[config.mk]
export PLATFORM = sky130hd
export DESIGN_NAME = gesture_fifo_control
export DESIGN_NICKNAME = d
export VERILOG_FILES = /design/src/shared/gesture_fifo_pkg.sv /design/src/logic/gesture_fifo_control.sv /design/src/logic/dataset_store.sv
export SDC_FILE = /design/constraint.sdc
export NUM_CORES = 1
export LEC_CHECK = 0
export BUFFER_PORTS_ARGS = -buffer_cell sky130_fd_sc_hd__buf_2
export CAP_MARGIN = 10
export CORE_MARGIN = 10
export CORE_UTILIZATION = 55
export DETAILED_ROUTE_END_ITERATION = 10
export PLACE_DENSITY = 0.71
export SLEW_MARGIN = 20
export SYNTH_ARGS = -nofsm -noshare
export SYNTH_HDL_FRONTEND = slang
export SYNTH_HIERARCHICAL = 1
export SYNTH_SLANG_ARGS = --single-unit
[constraint.sdc]
create_clock -name core_clk -period 3.4 [get_ports core_clk]
set_input_delay 0.51 -clock core_clk [delete_from_list [all_inputs] [get_ports core_clk]]
set_output_delay 0.51 -clock core_clk [all_outputs]
set_load 0.005 [all_outputs]
[src/shared/gesture_fifo_pkg.sv]
// shared constants and types for the gesture fifo control block
package gesture_fifo_pkg;
    // ------------------------------------------------------------
    // register offsets
    // ------------------------------------------------------------
    localparam logic [7:0] ADDR_GESTURE_CONTROL  = 8'hAB;
    localparam logic [7:0] ADDR_FIFO_LEVEL       = 8'hAE;
    localparam logic [7:0] ADDR_STATE_FLAGS      = 8'hAF;
    localparam logic [7:0] ADDR_PB_CLEAR         = 8'hE3;
    localparam logic [7:0] ADDR_IRQ_FORCE        = 8'hE4;
    localparam logic [7:0] ADDR_PROX_CLEAR       = 8'hE5;
    localparam logic [7:0] ADDR_LIGHT_CLEAR      = 8'hE6;
    localparam logic [7:0] ADDR_ALL_CLEAR        = 8'hE7;
    localparam logic [7:0] ADDR_NORTH_PORT       = 8'hFC;
    localparam logic [7:0] ADDR_SOUTH_PORT       = 8'hFD;
    localparam logic [7:0] ADDR_WEST_PORT        = 8'hFE;
    localparam logic [7:0] ADDR_EAST_PORT        = 8'hFF;
    // ------------------------------------------------------------
    // field positions and sizes
    // ------------------------------------------------------------
    localparam int         RUN_BIT               = 0;
    localparam int         IRQ_EN_BIT            = 1;
    localparam int         VALID_BIT             = 0;
    localparam int         OVERFLOW_BIT          = 1;
    localparam int         FIFO_DEPTH            = 32;
    localparam int         PTR_W                 = 5;
    localparam int         LVL_W                 = 6;
    localparam logic [7:0] RESET_BYTE            = 8'h00;

    typedef enum logic [1:0] {
        ST_IDLE    = 2'b00,
        ST_RUN     = 2'b01,
        ST_EXITING = 2'b10
    } run_state_e;

    // one north/south/west/east dataset
    typedef struct packed {
        logic [7:0] north;
        logic [7:0] south;
        logic [7:0] west;
        logic [7:0] east;
    } dataset_s;

    // host register access
    typedef struct packed {
        logic       rd;
        logic       wr;
        logic [7:0] addr;
        logic [7:0] wdata;
    } reg_req_s;
endpackage : gesture_fifo_pkg

[src/logic/gesture_fifo_control.sv]
// gesture host interface: control, level, flags, fifo ports, interrupt clears
// Notes on behaviour
// - gesture irq enable set unmasks gesture interrupt sources; clear keeps them masked.
// - run bit reads 1 while gesture engine runs, else 0.
// - writing 1 to run bit enters gesture operation at once.
// - writing 0 leaves gesture operation after current conversion finishes.
// - read-only level register counts complete datasets waiting in fifo.
// - east port access pops one dataset and decrements level.
// - overflow flag sets when full fifo discards a new dataset.
// - valid flag sets when level exceeds threshold; gesture irq condition too.
// - valid flag clears only when run bit is 0 and level zero.
// - fifo holds 32 four-byte north south west east datasets.
// - a 33rd dataset is discarded, stored ones kept, overflow raised.
// - north, south, west, east bytes of oldest dataset on four ports.
// - single-byte or page reads both accepted.
// - reads with level zero return zero bytes.
// - any access to a clear register clears its interrupt source.
// - access to force register asserts interrupt pin regardless of sources.
// - gesture irq stays while level above threshold, independent of valid flag.
`timescale 1ns/1ps
`default_nettype none
module gesture_fifo_control #(
    parameter int DEPTH = gesture_fifo_pkg::FIFO_DEPTH
) (
    input  wire logic                       core_clk,
    input  wire logic                       sys_rst,
    input  wire gesture_fifo_pkg::reg_req_s reg_req,
    output logic [7:0]                      reg_rdata,
    input  wire logic [7:0]                 fifo_threshold,
    input  wire logic                       entry_threshold_hit,
    input  wire logic                       exit_threshold_hit,
    input  wire logic                       conversion_done,
    input  wire logic                       dataset_push,
    input  wire gesture_fifo_pkg::dataset_s dataset_data,
    input  wire logic                       pattern_burst_event,
    input  wire logic                       proximity_event,
    input  wire logic                       light_event,
    output logic                            gesture_run,
    output logic                            gesture_irq,
    output logic                            irq_out
);
    // ------------------------------------------------------------
    // declarations
    // ------------------------------------------------------------
    gesture_fifo_pkg::run_state_e            run_state_r;
    gesture_fifo_pkg::run_state_e            run_state_nxt;
    gesture_fifo_pkg::dataset_s              head;
    logic [gesture_fifo_pkg::LVL_W-1:0]      level;
    logic                                    dropped;
    logic                                    irq_enable_r;
    logic                                    overflow_flag_r;
    logic                                    valid_flag_r;
    logic                                    force_r;
    logic                                    pb_pend_r;
    logic                                    prox_pend_r;
    logic                                    light_pend_r;
    logic                                    acc;
    logic                                    wr_ctrl;
    logic                                    pop;
    logic                                    above_th;
    logic                                    run_bit;
    logic [7:0]                              rdata_nxt;

    function automatic logic hit(input logic [7:0] a, input logic [7:0] target);
        hit = (a == target);
    endfunction : hit

    assign acc      = reg_req.rd || reg_req.wr;
    assign wr_ctrl  = reg_req.wr && hit(reg_req.addr, gesture_fifo_pkg::ADDR_GESTURE_CONTROL);
    assign pop      = acc && hit(reg_req.addr, gesture_fifo_pkg::ADDR_EAST_PORT);
    assign above_th = ({2'b00, level} > fifo_threshold);
    assign run_bit  = (run_state_r != gesture_fifo_pkg::ST_IDLE);

    // ------------------------------------------------------------
    // dataset storage
    // ------------------------------------------------------------
    dataset_store #(
        .DEPTH     (DEPTH)
    ) u_store (
        .core_clk  (core_clk),
        .sys_rst   (sys_rst),
        .push      (dataset_push && run_bit),
        .push_data (dataset_data),
        .pop       (pop),
        .head      (head),
        .level     (level),
        .dropped   (dropped)
    );

    // ------------------------------------------------------------
    // gesture run state
    // ------------------------------------------------------------
    always_comb begin
        run_state_nxt = run_state_r;
        unique case (run_state_r)
            gesture_fifo_pkg::ST_IDLE: begin
                if ((wr_ctrl && reg_req.wdata[gesture_fifo_pkg::RUN_BIT]) || entry_threshold_hit) begin
                    run_state_nxt = gesture_fifo_pkg::ST_RUN;
                end
            end
            gesture_fifo_pkg::ST_RUN: begin
                if ((wr_ctrl && !reg_req.wdata[gesture_fifo_pkg::RUN_BIT]) || exit_threshold_hit) begin
                    run_state_nxt = conversion_done ? gesture_fifo_pkg::ST_IDLE
                                                    : gesture_fifo_pkg::ST_EXITING;
                end
            end
            gesture_fifo_pkg::ST_EXITING: begin
                if (wr_ctrl && reg_req.wdata[gesture_fifo_pkg::RUN_BIT]) begin
                    run_state_nxt = gesture_fifo_pkg::ST_RUN;
                end else if (conversion_done) begin
                    run_state_nxt = gesture_fifo_pkg::ST_IDLE;
                end
            end
            default: run_state_nxt = gesture_fifo_pkg::ST_IDLE;
        endcase
    end

    always_ff @(posedge core_clk or posedge sys_rst) begin
        if (sys_rst) begin
            run_state_r <= gesture_fifo_pkg::ST_IDLE;
        end else begin
            run_state_r <= run_state_nxt;
        end
    end

    always_ff @(posedge core_clk or posedge sys_rst) begin
        if (sys_rst) begin
            irq_enable_r <= 1'b0;
        end else if (wr_ctrl) begin
            irq_enable_r <= reg_req.wdata[gesture_fifo_pkg::IRQ_EN_BIT];
        end
    end

    // ------------------------------------------------------------
    // status flags
    // ------------------------------------------------------------
    always_ff @(posedge core_clk or posedge sys_rst) begin
        if (sys_rst) begin
            overflow_flag_r <= 1'b0;
        end else if (dropped) begin
            overflow_flag_r <= 1'b1;
        end else if (!run_bit && level == '0) begin
            overflow_flag_r <= 1'b0;
        end
    end

    always_ff @(posedge core_clk or posedge sys_rst) begin
        if (sys_rst) begin
            valid_flag_r <= 1'b0;
        end else if (above_th) begin
            valid_flag_r <= 1'b1;
        end else if (!run_bit && level == '0) begin
            valid_flag_r <= 1'b0;
        end
    end

    // ------------------------------------------------------------
    // interrupt sources, clears and force
    // ------------------------------------------------------------
    always_ff @(posedge core_clk or posedge sys_rst) begin
        if (sys_rst) begin
            pb_pend_r    <= 1'b0;
            prox_pend_r  <= 1'b0;
            light_pend_r <= 1'b0;
        end else begin
            if (pattern_burst_event) begin
                pb_pend_r <= 1'b1;
            end else if (acc && (hit(reg_req.addr, gesture_fifo_pkg::ADDR_PB_CLEAR)
                                 || hit(reg_req.addr, gesture_fifo_pkg::ADDR_ALL_CLEAR))) begin
                pb_pend_r <= 1'b0;
            end
            if (proximity_event) begin
                prox_pend_r <= 1'b1;
            end else if (acc && (hit(reg_req.addr, gesture_fifo_pkg::ADDR_PROX_CLEAR)
                                 || hit(reg_req.addr, gesture_fifo_pkg::ADDR_ALL_CLEAR))) begin
                prox_pend_r <= 1'b0;
            end
            if (light_event) begin
                light_pend_r <= 1'b1;
            end else if (acc && (hit(reg_req.addr, gesture_fifo_pkg::ADDR_LIGHT_CLEAR)
                                 || hit(reg_req.addr, gesture_fifo_pkg::ADDR_ALL_CLEAR))) begin
                light_pend_r <= 1'b0;
            end
        end
    end

    always_ff @(posedge core_clk or posedge sys_rst) begin
        if (sys_rst) begin
            force_r <= 1'b0;
        end else if (acc && hit(reg_req.addr, gesture_fifo_pkg::ADDR_IRQ_FORCE)) begin
            force_r <= 1'b1;
        end else if (acc && hit(reg_req.addr, gesture_fifo_pkg::ADDR_ALL_CLEAR)) begin
            force_r <= 1'b0;
        end
    end

    assign gesture_irq = irq_enable_r && above_th;
    assign irq_out     = gesture_irq || force_r || pb_pend_r || prox_pend_r || light_pend_r;
    assign gesture_run = run_bit;

    // ------------------------------------------------------------
    // read data
    // ------------------------------------------------------------
    always_comb begin
        rdata_nxt = gesture_fifo_pkg::RESET_BYTE;
        unique case (reg_req.addr)
            gesture_fifo_pkg::ADDR_GESTURE_CONTROL: begin
                rdata_nxt[gesture_fifo_pkg::IRQ_EN_BIT] = irq_enable_r;
                rdata_nxt[gesture_fifo_pkg::RUN_BIT]    = run_bit;
            end
            gesture_fifo_pkg::ADDR_FIFO_LEVEL:  rdata_nxt = {2'b00, level};
            gesture_fifo_pkg::ADDR_STATE_FLAGS: begin
                rdata_nxt[gesture_fifo_pkg::OVERFLOW_BIT] = overflow_flag_r;
                rdata_nxt[gesture_fifo_pkg::VALID_BIT]    = valid_flag_r;
            end
            gesture_fifo_pkg::ADDR_NORTH_PORT: rdata_nxt = head.north;
            gesture_fifo_pkg::ADDR_SOUTH_PORT: rdata_nxt = head.south;
            gesture_fifo_pkg::ADDR_WEST_PORT:  rdata_nxt = head.west;
            gesture_fifo_pkg::ADDR_EAST_PORT:  rdata_nxt = head.east;
            default:                           rdata_nxt = gesture_fifo_pkg::RESET_BYTE;
        endcase
    end

    always_ff @(posedge core_clk or posedge sys_rst) begin
        if (sys_rst) begin
            reg_rdata <= gesture_fifo_pkg::RESET_BYTE;
        end else if (reg_req.rd) begin
            reg_rdata <= rdata_nxt;
        end
    end

    // ------------------------------------------------------------
    // checks
    // ------------------------------------------------------------
    property p_irq_mask;
        @(posedge core_clk) disable iff (sys_rst)
        !irq_enable_r |-> !gesture_irq;
    endproperty
    a_irq_mask: assert property (p_irq_mask) else $error("gesture irq while masked");

    property p_enter;
        @(posedge core_clk) disable iff (sys_rst)
        (wr_ctrl && reg_req.wdata[gesture_fifo_pkg::RUN_BIT]) |=> gesture_run;
    endproperty
    a_enter: assert property (p_enter) else $error("run bit write did not enter");

    property p_exit_wait;
        @(posedge core_clk) disable iff (sys_rst)
        (run_state_r == gesture_fifo_pkg::ST_EXITING && !conversion_done && !wr_ctrl) |=> gesture_run;
    endproperty
    a_exit_wait: assert property (p_exit_wait) else $error("left before conversion end");

    property p_pop;
        @(posedge core_clk) disable iff (sys_rst)
        (pop && level != '0 && !(dataset_push && run_bit)) |=> (level == $past(level) - 1'b1);
    endproperty
    a_pop: assert property (p_pop) else $error("east access did not pop");

    property p_ovf;
        @(posedge core_clk) disable iff (sys_rst)
        dropped |=> overflow_flag_r;
    endproperty
    a_ovf: assert property (p_ovf) else $error("overflow not flagged");

    property p_valid;
        @(posedge core_clk) disable iff (sys_rst)
        above_th |=> valid_flag_r;
    endproperty
    a_valid: assert property (p_valid) else $error("valid not set");

    property p_valid_hold;
        @(posedge core_clk) disable iff (sys_rst)
        (valid_flag_r && (run_bit || level != '0)) |=> valid_flag_r;
    endproperty
    a_valid_hold: assert property (p_valid_hold) else $error("valid cleared early");

    property p_empty_zero;
        @(posedge core_clk) disable iff (sys_rst)
        (reg_req.rd && reg_req.addr == gesture_fifo_pkg::ADDR_EAST_PORT && level == '0) |=> reg_rdata == '0;
    endproperty
    a_empty_zero: assert property (p_empty_zero) else $error("empty fifo read nonzero");

    property p_force;
        @(posedge core_clk) disable iff (sys_rst)
        (acc && reg_req.addr == gesture_fifo_pkg::ADDR_IRQ_FORCE) |=> irq_out;
    endproperty
    a_force: assert property (p_force) else $error("force did not raise pin");

    property p_run_read;
        @(posedge core_clk) disable iff (sys_rst)
        (reg_req.rd && reg_req.addr == gesture_fifo_pkg::ADDR_GESTURE_CONTROL)
            |=> reg_rdata[gesture_fifo_pkg::RUN_BIT] == $past(run_bit);
    endproperty
    a_run_read: assert property (p_run_read) else $error("run bit read back wrong");

    property p_level_read;
        @(posedge core_clk) disable iff (sys_rst)
        (reg_req.rd && reg_req.addr == gesture_fifo_pkg::ADDR_FIFO_LEVEL) |=> reg_rdata == {2'b00, $past(level)};
    endproperty
    a_level_read: assert property (p_level_read) else $error("level read back wrong");

    property p_valid_clear;
        @(posedge core_clk) disable iff (sys_rst)
        (!run_bit && level == '0) |=> !valid_flag_r;
    endproperty
    a_valid_clear: assert property (p_valid_clear) else $error("valid not cleared when drained");

    property p_clear_all;
        @(posedge core_clk) disable iff (sys_rst)
        (acc && reg_req.addr == gesture_fifo_pkg::ADDR_ALL_CLEAR && !pattern_burst_event) |=> !pb_pend_r;
    endproperty
    a_clear_all: assert property (p_clear_all) else $error("all clear left source pending");

    property p_north;
        @(posedge core_clk) disable iff (sys_rst)
        (reg_req.rd && reg_req.addr == gesture_fifo_pkg::ADDR_NORTH_PORT) |=> reg_rdata == $past(head.north);
    endproperty
    a_north: assert property (p_north) else $error("north port not oldest dataset");

    property p_entry_pin;
        @(posedge core_clk) disable iff (sys_rst)
        (run_state_r == gesture_fifo_pkg::ST_IDLE && entry_threshold_hit) |=> gesture_run;
    endproperty
    a_entry_pin: assert property (p_entry_pin) else $error("entry threshold did not enter");

    property p_exit_pin;
        @(posedge core_clk) disable iff (sys_rst)
        (run_state_r == gesture_fifo_pkg::ST_RUN && exit_threshold_hit && conversion_done) |=> !gesture_run;
    endproperty
    a_exit_pin: assert property (p_exit_pin) else $error("exit with conversion end stayed");

    // ------------------------------------------------------------
    // cover points
    // ------------------------------------------------------------
    c_force:    cover property (@(posedge core_clk) disable iff (sys_rst)
                                acc && reg_req.addr == gesture_fifo_pkg::ADDR_IRQ_FORCE);
    c_drain:    cover property (@(posedge core_clk) disable iff (sys_rst) pop && level == '0);
    c_overflow: cover property (@(posedge core_clk) disable iff (sys_rst) dropped);
    c_irq:      cover property (@(posedge core_clk) disable iff (sys_rst) gesture_irq);
    c_exit:     cover property (@(posedge core_clk) disable iff (sys_rst)
                                run_state_r == gesture_fifo_pkg::ST_EXITING ##1 !gesture_run);
endmodule : gesture_fifo_control
`default_nettype wire

[src/logic/dataset_store.sv]
// dataset memory with wrapping pointers and saturating level
`timescale 1ns/1ps
`default_nettype none
module dataset_store #(
    parameter int DEPTH = gesture_fifo_pkg::FIFO_DEPTH
) (
    input  wire logic                          core_clk,
    input  wire logic                          sys_rst,
    input  wire logic                          push,
    input  wire gesture_fifo_pkg::dataset_s    push_data,
    input  wire logic                          pop,
    output gesture_fifo_pkg::dataset_s         head,
    output logic [gesture_fifo_pkg::LVL_W-1:0] level,
    output logic                               dropped
);
    // ------------------------------------------------------------
    // storage
    // ------------------------------------------------------------
    gesture_fifo_pkg::dataset_s                mem [DEPTH];
    logic [gesture_fifo_pkg::PTR_W-1:0]        wr_ptr_r;
    logic [gesture_fifo_pkg::PTR_W-1:0]        rd_ptr_r;
    logic [gesture_fifo_pkg::LVL_W-1:0]        level_r;
    logic                                      full;
    logic                                      empty;
    logic                                      do_push;
    logic                                      do_pop;

    assign full    = (level_r == gesture_fifo_pkg::LVL_W'(DEPTH));
    assign empty   = (level_r == '0);
    assign do_push = push && !full;
    assign do_pop  = pop && !empty;
    assign dropped = push && full;
    assign level   = level_r;
    assign head    = empty ? '0 : mem[rd_ptr_r];

    always_ff @(posedge core_clk) begin
        if (do_push) begin
            mem[wr_ptr_r] <= push_data;
        end
    end

    always_ff @(posedge core_clk or posedge sys_rst) begin
        if (sys_rst) begin
            wr_ptr_r <= '0;
            rd_ptr_r <= '0;
        end else begin
            if (do_push) begin
                wr_ptr_r <= wr_ptr_r + 1'b1;
            end
            if (do_pop) begin
                rd_ptr_r <= rd_ptr_r + 1'b1;
            end
        end
    end

    always_ff @(posedge core_clk or posedge sys_rst) begin
        if (sys_rst) begin
            level_r <= '0;
        end else if (do_push && !do_pop) begin
            level_r <= level_r + 1'b1;
        end else if (do_pop && !do_push) begin
            level_r <= level_r - 1'b1;
        end
    end

    // ------------------------------------------------------------
    // checks
    // ------------------------------------------------------------
    property p_level_cap;
        @(posedge core_clk) disable iff (sys_rst)
        level_r <= gesture_fifo_pkg::LVL_W'(DEPTH);
    endproperty
    a_level_cap: assert property (p_level_cap) else $error("level above depth");

    property p_full_drop;
        @(posedge core_clk) disable iff (sys_rst)
        (full && push && !pop) |=> $stable(level_r) && $stable(wr_ptr_r);
    endproperty
    a_full_drop: assert property (p_full_drop) else $error("full fifo accepted data");
endmodule : dataset_store
`default_nettype wire

==> flow_summary.ini, run 1 <==
[worst_hold_path]
min_from = proximity_event
timing.hold.worst.class = primary input to register

[logic_synthesis]
synth_fp_nets = 2060
yosysUniqueCellTypes = 56
synth-seq-cells = 1057
number_of_flops_mapped_to_enable_cells_by_yosys = 1024
yosysWarnings = 6
synthCells = 1975
synthesis.area_sq_um = 41290
commonest_register_cell_after_synthesis = sky130_fd_sc_hd__edfxtp_1
ys_seq_area_share_pct = 76.47
postSynth.asyncResetShare_pct = 3.122
postSynthAreaPerCell_sq_um = 20.91

[place]
dp.final_hpwl_mm = 57.06
pre_cts_ws_ns = 0.01996
io_buffers = 71
gp_congestion = 0.8196

[routing]
drc_errors = 0
avgRoutedWirePerCell_microns = 30.93
drt_first_iter_violations = 2345
antenna_left = 0
routed_via_density = 6.576
num_vias = 21180
finalWirelength_mm = 99.64
detailedRoute.firstPassIterationCount = 7

[grt]
grt_pass1_vias = 21460
grt_usage_pct = 23.17
pin_count_of_the_biggest_net_entering_global_routing = 52
grt_first_pass_wirelength_mm = 145.5
antenna_found_initial = 10
gr_overflow_total = 0

[timing]
finalMaxSlewViolations = 0
hold_viol_final = 0
final-setup-viol-count = 0
period_minus_slack_ns = 3.271
max_freq_mhz = 305.7
final.setup_skew_ns = 0.01861
grt_setup_unrepaired = no
relSlewSlack_pct = 23.03
worst_slew_pin_slew_ns = 1.153
setup_ws_ns = 0.1291
final.hold.worst_slack_ns = 0.04391
fin_tns_setup_ns = 0
period_share_pct = 96.20

[pwr]
swShare_pct = 23.40
leakage_power_figure_nw = 14.63
power.switching_mw = 6.799
max-vdd-ir-drop_v = 0.0004173
p_per_area_nw_per_um2 = 616.6
p_comb_share_pct = 11.8
register_share_of_total_power_pct = 51.8
clock_power_share_pct = 36.4
power_report.internal_total_mw = 22.26

[critical_path]
cp.required_ns = 3.98
critical_path_peak_fanout = 18
setup.worst_path.end_class = register
worst_ep_arrival_time_ns = 3.85
timing.rr.start = u_store/rd_ptr_r[3]
critPathLaunchType = register
critical_path.startpoint = u_store/rd_ptr_r[3]
criticalPathCategory = register to register

[floorplanning]
die_height_microns = 294
design.die.area_sq_um = 86440
num_rows = 100
die_x_microns = 294
fp.coreArea_sq_um = 74450
start_util_pct = 55.47
io-pin-count = 78

[clock_tree]
cts.root.buffer_cell = sky130_fd_sc_hd__clkbuf_16
clock_sinks = 1057
htree_levels = 3
clk_pin_slew_worst_paths_ns = 0.06
worstSkewPairLatency_ns = 0.66
cts_tree = built
cts_buffers = 102
cts-root-to-sink-buffers = 3

[run]
cap_violations = 0

[final_layout]
layout-area-overhead-vs-synth_pct = 14.12
multi_input_comb_area_sq_um = 9310
layout.filler_cells = 4899
seqCellArea_sq_um = 31590
drive_gt1_share_pct = 27.26
final_nets = 2258
post-route-util_pct = 63.30

[outcome]
outcome = completed
cell type report:
cell class / instances / area share [%]
Sequential cell: 1057 / 67.03
Multi-Input combinational cell: 781 / 19.76
Clock buffer: 137 / 5.916
Timing Repair Buffer: 209 / 3.831
Tap cell: 969 / 2.573
Clock inverter: 43 / 0.6983
Inverter: 22 / 0.1752
Antenna cell: 3 / 0.01593
critical path, cell delays in order (launching register included):
cell	delay, ns
sky130_fd_sc_hd__dfrtp_1	0.74
sky130_fd_sc_hd__nand3_4	0.24
sky130_fd_sc_hd__buf_4	0.29
sky130_fd_sc_hd__o22ai_1	0.27
sky130_fd_sc_hd__a2111oi_2	0.09
sky130_fd_sc_hd__nor3_1	0.92
sky130_fd_sc_hd__mux4_2	0.47
sky130_fd_sc_hd__nand3_1	0.08
sky130_fd_sc_hd__o21ai_0	0.09
stage by stage:
stage	area [sq um]	std cells	power (mW)
floorplan	41290	1975	17.34
global placement	43920	3034	18.55
detailed placement	43920	3034	18.69
CTS	47050	3215	29.20
global route	47120	3218	30.02
finish	47120	3221	29.06
registers in the layout, summed over array words and instances (netlist names):
name / count
u_store/mem: 1024
reg_rdata: 8
u_store/level: 6
u_store/rd_ptr_r: 5
u_store/wr_ptr_r: 5
run_state_r: 2
force_r: 1
irq_enable_r: 1
light_pend_r: 1
overflow_flag_r: 1
pb_pend_r: 1
prox_pend_r: 1
valid_flag_r: 1
power groups by stage:
| stage | Sequential, mW | Clock [mW] | Combinational, mW |
|---|---|---|---|
| global placement | 15.3 | 0 | 3.27 |
| detailed placement | 15.3 | 0 | 3.38 |
| finish | 15.0 | 10.6 | 3.42 |
| floorplan | 15.2 | 0 | 2.11 |
| CTS | 15.0 | 10.8 | 3.39 |
| global route | 15.1 | 11.3 | 3.65 |
synth_stat cells (17+ instances only):
| library cell | instances | area share (%) |
|---|---|---|
| sky130_fd_sc_hd__buf_2 | 23 | 0.28 |
| sky130_fd_sc_hd__clkbuf_1 | 61 | 0.55 |
| sky130_fd_sc_hd__dfrtp_1 | 33 | 2.0 |
| sky130_fd_sc_hd__o221ai_1 | 32 | 0.68 |
| sky130_fd_sc_hd__a22o_1 | 73 | 1.5 |
| sky130_fd_sc_hd__edfxtp_1 | 1024 | 74 |
| sky130_fd_sc_hd__mux4_2 | 195 | 11 |
| sky130_fd_sc_hd__nor3_1 | 36 | 0.44 |
| sky130_fd_sc_hd__a2111oi_0 | 17 | 0.36 |
| sky130_fd_sc_hd__mux2i_1 | 129 | 3.1 |
| sky130_fd_sc_hd__inv_1 | 22 | 0.20 |
| sky130_fd_sc_hd__ha_1 | 17 | 0.52 |
| sky130_fd_sc_hd__o22ai_1 | 32 | 0.48 |
| sky130_fd_sc_hd__a211oi_1 | 32 | 0.58 |
| sky130_fd_sc_hd__nor2_1 | 49 | 0.45 |
| sky130_fd_sc_hd__nand2_1 | 30 | 0.27 |
placed cells by master, fill, tap and decap left out, types with 19 or more instances in the layout:
| master | netlist | final |
|---|---|---|
| sky130_fd_sc_hd__a211oi_1 | 32 | 32 |
| sky130_fd_sc_hd__clkbuf_1 | 61 | 28 |
| sky130_fd_sc_hd__nor2_4 | 0 | 33 |
| sky130_fd_sc_hd__mux2i_1 | 129 | 129 |
| sky130_fd_sc_hd__buf_12 | 0 | 31 |
| sky130_fd_sc_hd__clkbuf_16 | 0 | 105 |
| sky130_fd_sc_hd__nor3_1 | 36 | 36 |
| sky130_fd_sc_hd__nand2_1 | 30 | 30 |
| sky130_fd_sc_hd__inv_1 | 22 | 22 |
| sky130_fd_sc_hd__o221ai_1 | 32 | 32 |
| sky130_fd_sc_hd__clkinv_1 | 0 | 19 |
| sky130_fd_sc_hd__buf_4 | 13 | 104 |
| sky130_fd_sc_hd__dfrtp_1 | 33 | 29 |
| sky130_fd_sc_hd__buf_2 | 23 | 71 |
| sky130_fd_sc_hd__o22ai_1 | 32 | 32 |
| sky130_fd_sc_hd__a22o_1 | 73 | 73 |
| sky130_fd_sc_hd__edfxtp_1 | 1024 | 1024 |
| sky130_fd_sc_hd__mux4_2 | 195 | 195 |
logic make-up after synthesis:
kind of cell	count (synthesis)	share of synthesized area, %
AO/OA/AOI/OAI	253	5.015
XOR/XNOR	12	0.2545
adder cells (fa/ha/maj)	18	0.5636
buffers and inverters	138	1.700
flip-flops	1057	76.47
multiplexers	333	14.03
AND/OR/NAND/NOR	164	1.973
worst paths after layout:
path / slack (ns) / to / cells after the start
worst max-delay path: 0.13 / reg_rdata[7] / 8
worst min-delay path: 0.04 / prox_pend_r / 2
worst max register to register: 0.13 / reg_rdata[7] / 8
worst min register to register: 0.48 / overflow_flag_r / 1
max in group asynchronous: 2.35 / u_store/rd_ptr_r[2] / 3
min in group asynchronous: 0.51 / overflow_flag_r / 3
timing repair:
item / 4_1_cts / 5_1_grt
setup endpoints to repair: 1 / 17
buffers inserted: 0 / 0
endpoints found under the hold margin: 33 / 0
gates resized for setup: 1 / 6
hold buffers: 1 / 0
gates cloned: 0 / 1
pin swaps: 0 / 1
routing by layer:
metal / GRT usage (%) / routed length (microns) / share of wire, % / vias up
met5: 0 / 59 / 0.059 / -
met1: 32.19 / 38500 / 39 / 11180
li1: - / - / - / 8730
met4: 7.506 / 2626 / 2.6 / 10
met2: 36.41 / 47790 / 48 / 1102
met3: 5.068 / 10660 / 11 / 154
Note: power is estimated with default switching activity, not from simulation.
==> inputs of run 2 (changes only) <==
--- a/config.mk
+++ b/config.mk
@@ -9,6 +9,7 @@
 export CAP_MARGIN = 10
 export CORE_MARGIN = 10
 export CORE_UTILIZATION = 55
+export CTS_BUF_LIST = sky130_fd_sc_hd__clkbuf_8
 export DETAILED_ROUTE_END_ITERATION = 10
 export PLACE_DENSITY = 0.71
 export SLEW_MARGIN = 20
==> constraint.sdc (replaced) <==
create_clock -name core_clk -period 4.05 [get_ports core_clk]
set_input_delay 0.6075 -clock core_clk [delete_from_list [all_inputs] [get_ports core_clk]]
set_output_delay 0.6075 -clock core_clk [all_outputs]
set_load 0.005 [all_outputs]
==> run 2 against run 1 <==
  * Die area unchanged
  * Clock power down 25%
  * First-iteration DRC count down 10%
  * Combinational power down 21%
  * Non-clock buffer count down 32
  * Sequential power down 15%
  * Largest cell class unchanged
==> flow_summary.ini, run 2 (same netlist as run 1, synthesis figures left out) <==
[place]
pre_cts_ws_ns = 0.6308
placed_cell_area_sq_um = 43670
gp_congestion = 0.8498
dp.final_hpwl_mm = 54.81
io_buffers = 71

[clock_tree]
post_cts_hold_buffer_count = 5
cts_buffers = 164
clock_sinks = 1057
cts_post_setup_buffers_inserted = 0
worstSkewPairLatency_ns = 0.81
clk_pin_slew_worst_paths_ns = 0.06
htree_levels = 4
cts_tree = built
cts.root.buffer_cell = sky130_fd_sc_hd__clkbuf_8
cts_resized = 0
cts-root-to-sink-buffers = 3

[grt]
gr_overflow_total = 0
pin_count_of_the_biggest_net_entering_global_routing = 45
grt_usage_pct = 23.04
antenna_found_initial = 8
grt_first_pass_wirelength_mm = 144.3
grt_pass1_vias = 21690

[critical_path]
worst_ep_arrival_time_ns = 3.06
r2r.worst_path.cells = 10
reg2reg_slack_ns = 0.63
criticalPathCategory = register to output port
critical_path.startpoint = u_store/level[0]
timing.rr.end = reg_rdata[5]
timing.rr.start = u_store/rd_ptr_r[0]
critPathLaunchType = register
cp.required_ns = 3.44
setup.worst_path.end_class = output port
critical_path_peak_fanout = 8

[final_layout]
most_common_cell_after_layout_fill_and_taps_aside = sky130_fd_sc_hd__edfxtp_1
regMostFlops = u_store/mem
multi_input_comb_area_sq_um = 9296
final_nets = 2287
most-common-layout-cells = 1,024 x sky130_fd_sc_hd__edfxtp_1, 195 x sky130_fd_sc_hd__mux4_2, 169 x sky130_fd_sc_hd__clkbuf_8, 129 x sky130_fd_sc_hd__mux2i_1, 81 x sky130_fd_sc_hd__inv_1
layout-area-overhead-vs-synth_pct = 12.87
max_reg_flops = 1024
drive_gt1_share_pct = 27.43
seqCellArea_sq_um = 31590
layout.filler_cells = 4967
final_design_area_no_fill_sq_um = 46610

[timing]
period_share_pct = 90.64
final.setup_skew_ns = 0.04538
final.hold.worst_slack_ns = 0.1145
final-setup-viol-count = 0
relSlewSlack_pct = 44.97
hold_viol_final = 0
worst_slew_pin_slew_ns = 0.8235
finalMaxSlewViolations = 0
period_minus_slack_ns = 3.671
grt_setup_unrepaired = no
max_freq_mhz = 272.4
setup_ws_ns = 0.3791
fin_tns_setup_ns = 0

[worst_hold_path]
timing.hold.worst.class = primary input to register
hold_path_end = run_state_r[1]
holdPathStages = 4
min_from = conversion_done

[routing]
finalWirelength_mm = 97.99
avgRoutedWirePerCell_microns = 29.77
drt_first_iter_violations = 2108
top_layer_used = met5
route.met2.wl_mm = 45.58
routed_via_density = 6.484
antenna_left = 0
route.layer.met1.wl_mm = 39.02
detailedRoute.firstPassIterationCount = 5
dr_wl_met3_mm = 9.818
drc_errors = 0
num_vias = 21350

[run]
cap_violations = 0

[outcome]
outcome = completed

[floorplanning]
die_height_microns = 294
start_util_pct = 55.47
io-pin-count = 78
design.die.area_sq_um = 86440
fp.coreArea_sq_um = 74450
die_x_microns = 294
num_rows = 100

[pwr]
swShare_pct = 24.60
p_per_area_nw_per_um2 = 499.0
max-vdd-ir-drop_v = 0.0002500
clock_power_share_pct = 34.0
power_report.internal_total_mw = 17.53
power.switching_mw = 5.721
register_share_of_total_power_pct = 54.4
leakage_power_figure_nw = 14.62
p_comb_share_pct = 11.6
run 2: power by group through the flow:
stage | Combinational [mW] | Sequential (mW) | Clock [mW]
floorplan | 1.77 | 12.8 | 0
global placement | 2.61 | 12.8 | 0
detailed placement | 2.69 | 12.9 | 0
CTS | 2.70 | 12.7 | 8.08
global route | 2.90 | 12.7 | 8.59
finish | 2.69 | 12.7 | 7.91
run 2: worst max path at each step:
| stage | depth (start not counted) | to | slack (ns) |
|---|---|---|---|
| floorplan | 6 | u_store/mem[31][0] | 0.96 |
| global placement | 14 | u_store/level[5] | 0.65 |
| detailed placement | 14 | u_store/level[5] | 0.63 |
| CTS | 8 | irq_out | 0.43 |
| global route | 8 | irq_out | 0.26 |
| finish | 8 | irq_out | 0.38 |
run 2: through the flow:
| step | utilization [%] | instances | power, mW |
|---|---|---|---|
| after floorplan | - | 1975 | 14.56 |
| after detailed placement | 58.66 | 3000 | 15.57 |
| after global placement | 58.66 | 3000 | 15.46 |
| after global routing | 62.61 | 3292 | 24.18 |
| final | 62.61 | 3292 | 23.26 |
| after CTS | 62.60 | 3291 | 23.43 |
run 2: critical path: stages (launching register included):
cell and delay, ns:
sky130_fd_sc_hd__dfrtp_1 0.54, sky130_fd_sc_hd__inv_1 0.12, sky130_fd_sc_hd__ha_1 0.20, sky130_fd_sc_hd__nor2b_1 0.13, sky130_fd_sc_hd__o211ai_1 0.09, sky130_fd_sc_hd__a2111oi_0 0.50
sky130_fd_sc_hd__o21ai_0 0.31, sky130_fd_sc_hd__o21ai_0 0.21, sky130_fd_sc_hd__buf_2 0.14
run 2: final cells by class:
class	count	area share (%)
well taps	969	2.601
flip-flops and latches	1057	67.77
clock buffers	169	4.991
diodes	1	0.005369
clock inverters	117	1.203
repair buffers	177	3.302
multi-input cells	780	19.95
inverters	22	0.1772
run 2: routing by layer:
layer | vias up | track usage (%)
li1 | 8802 | -
met1 | 11220 | 31.79
met2 | 1115 | 34.81
met3 | 206 | 6.086
met4 | 6 | 9.307
met5 | - | 0
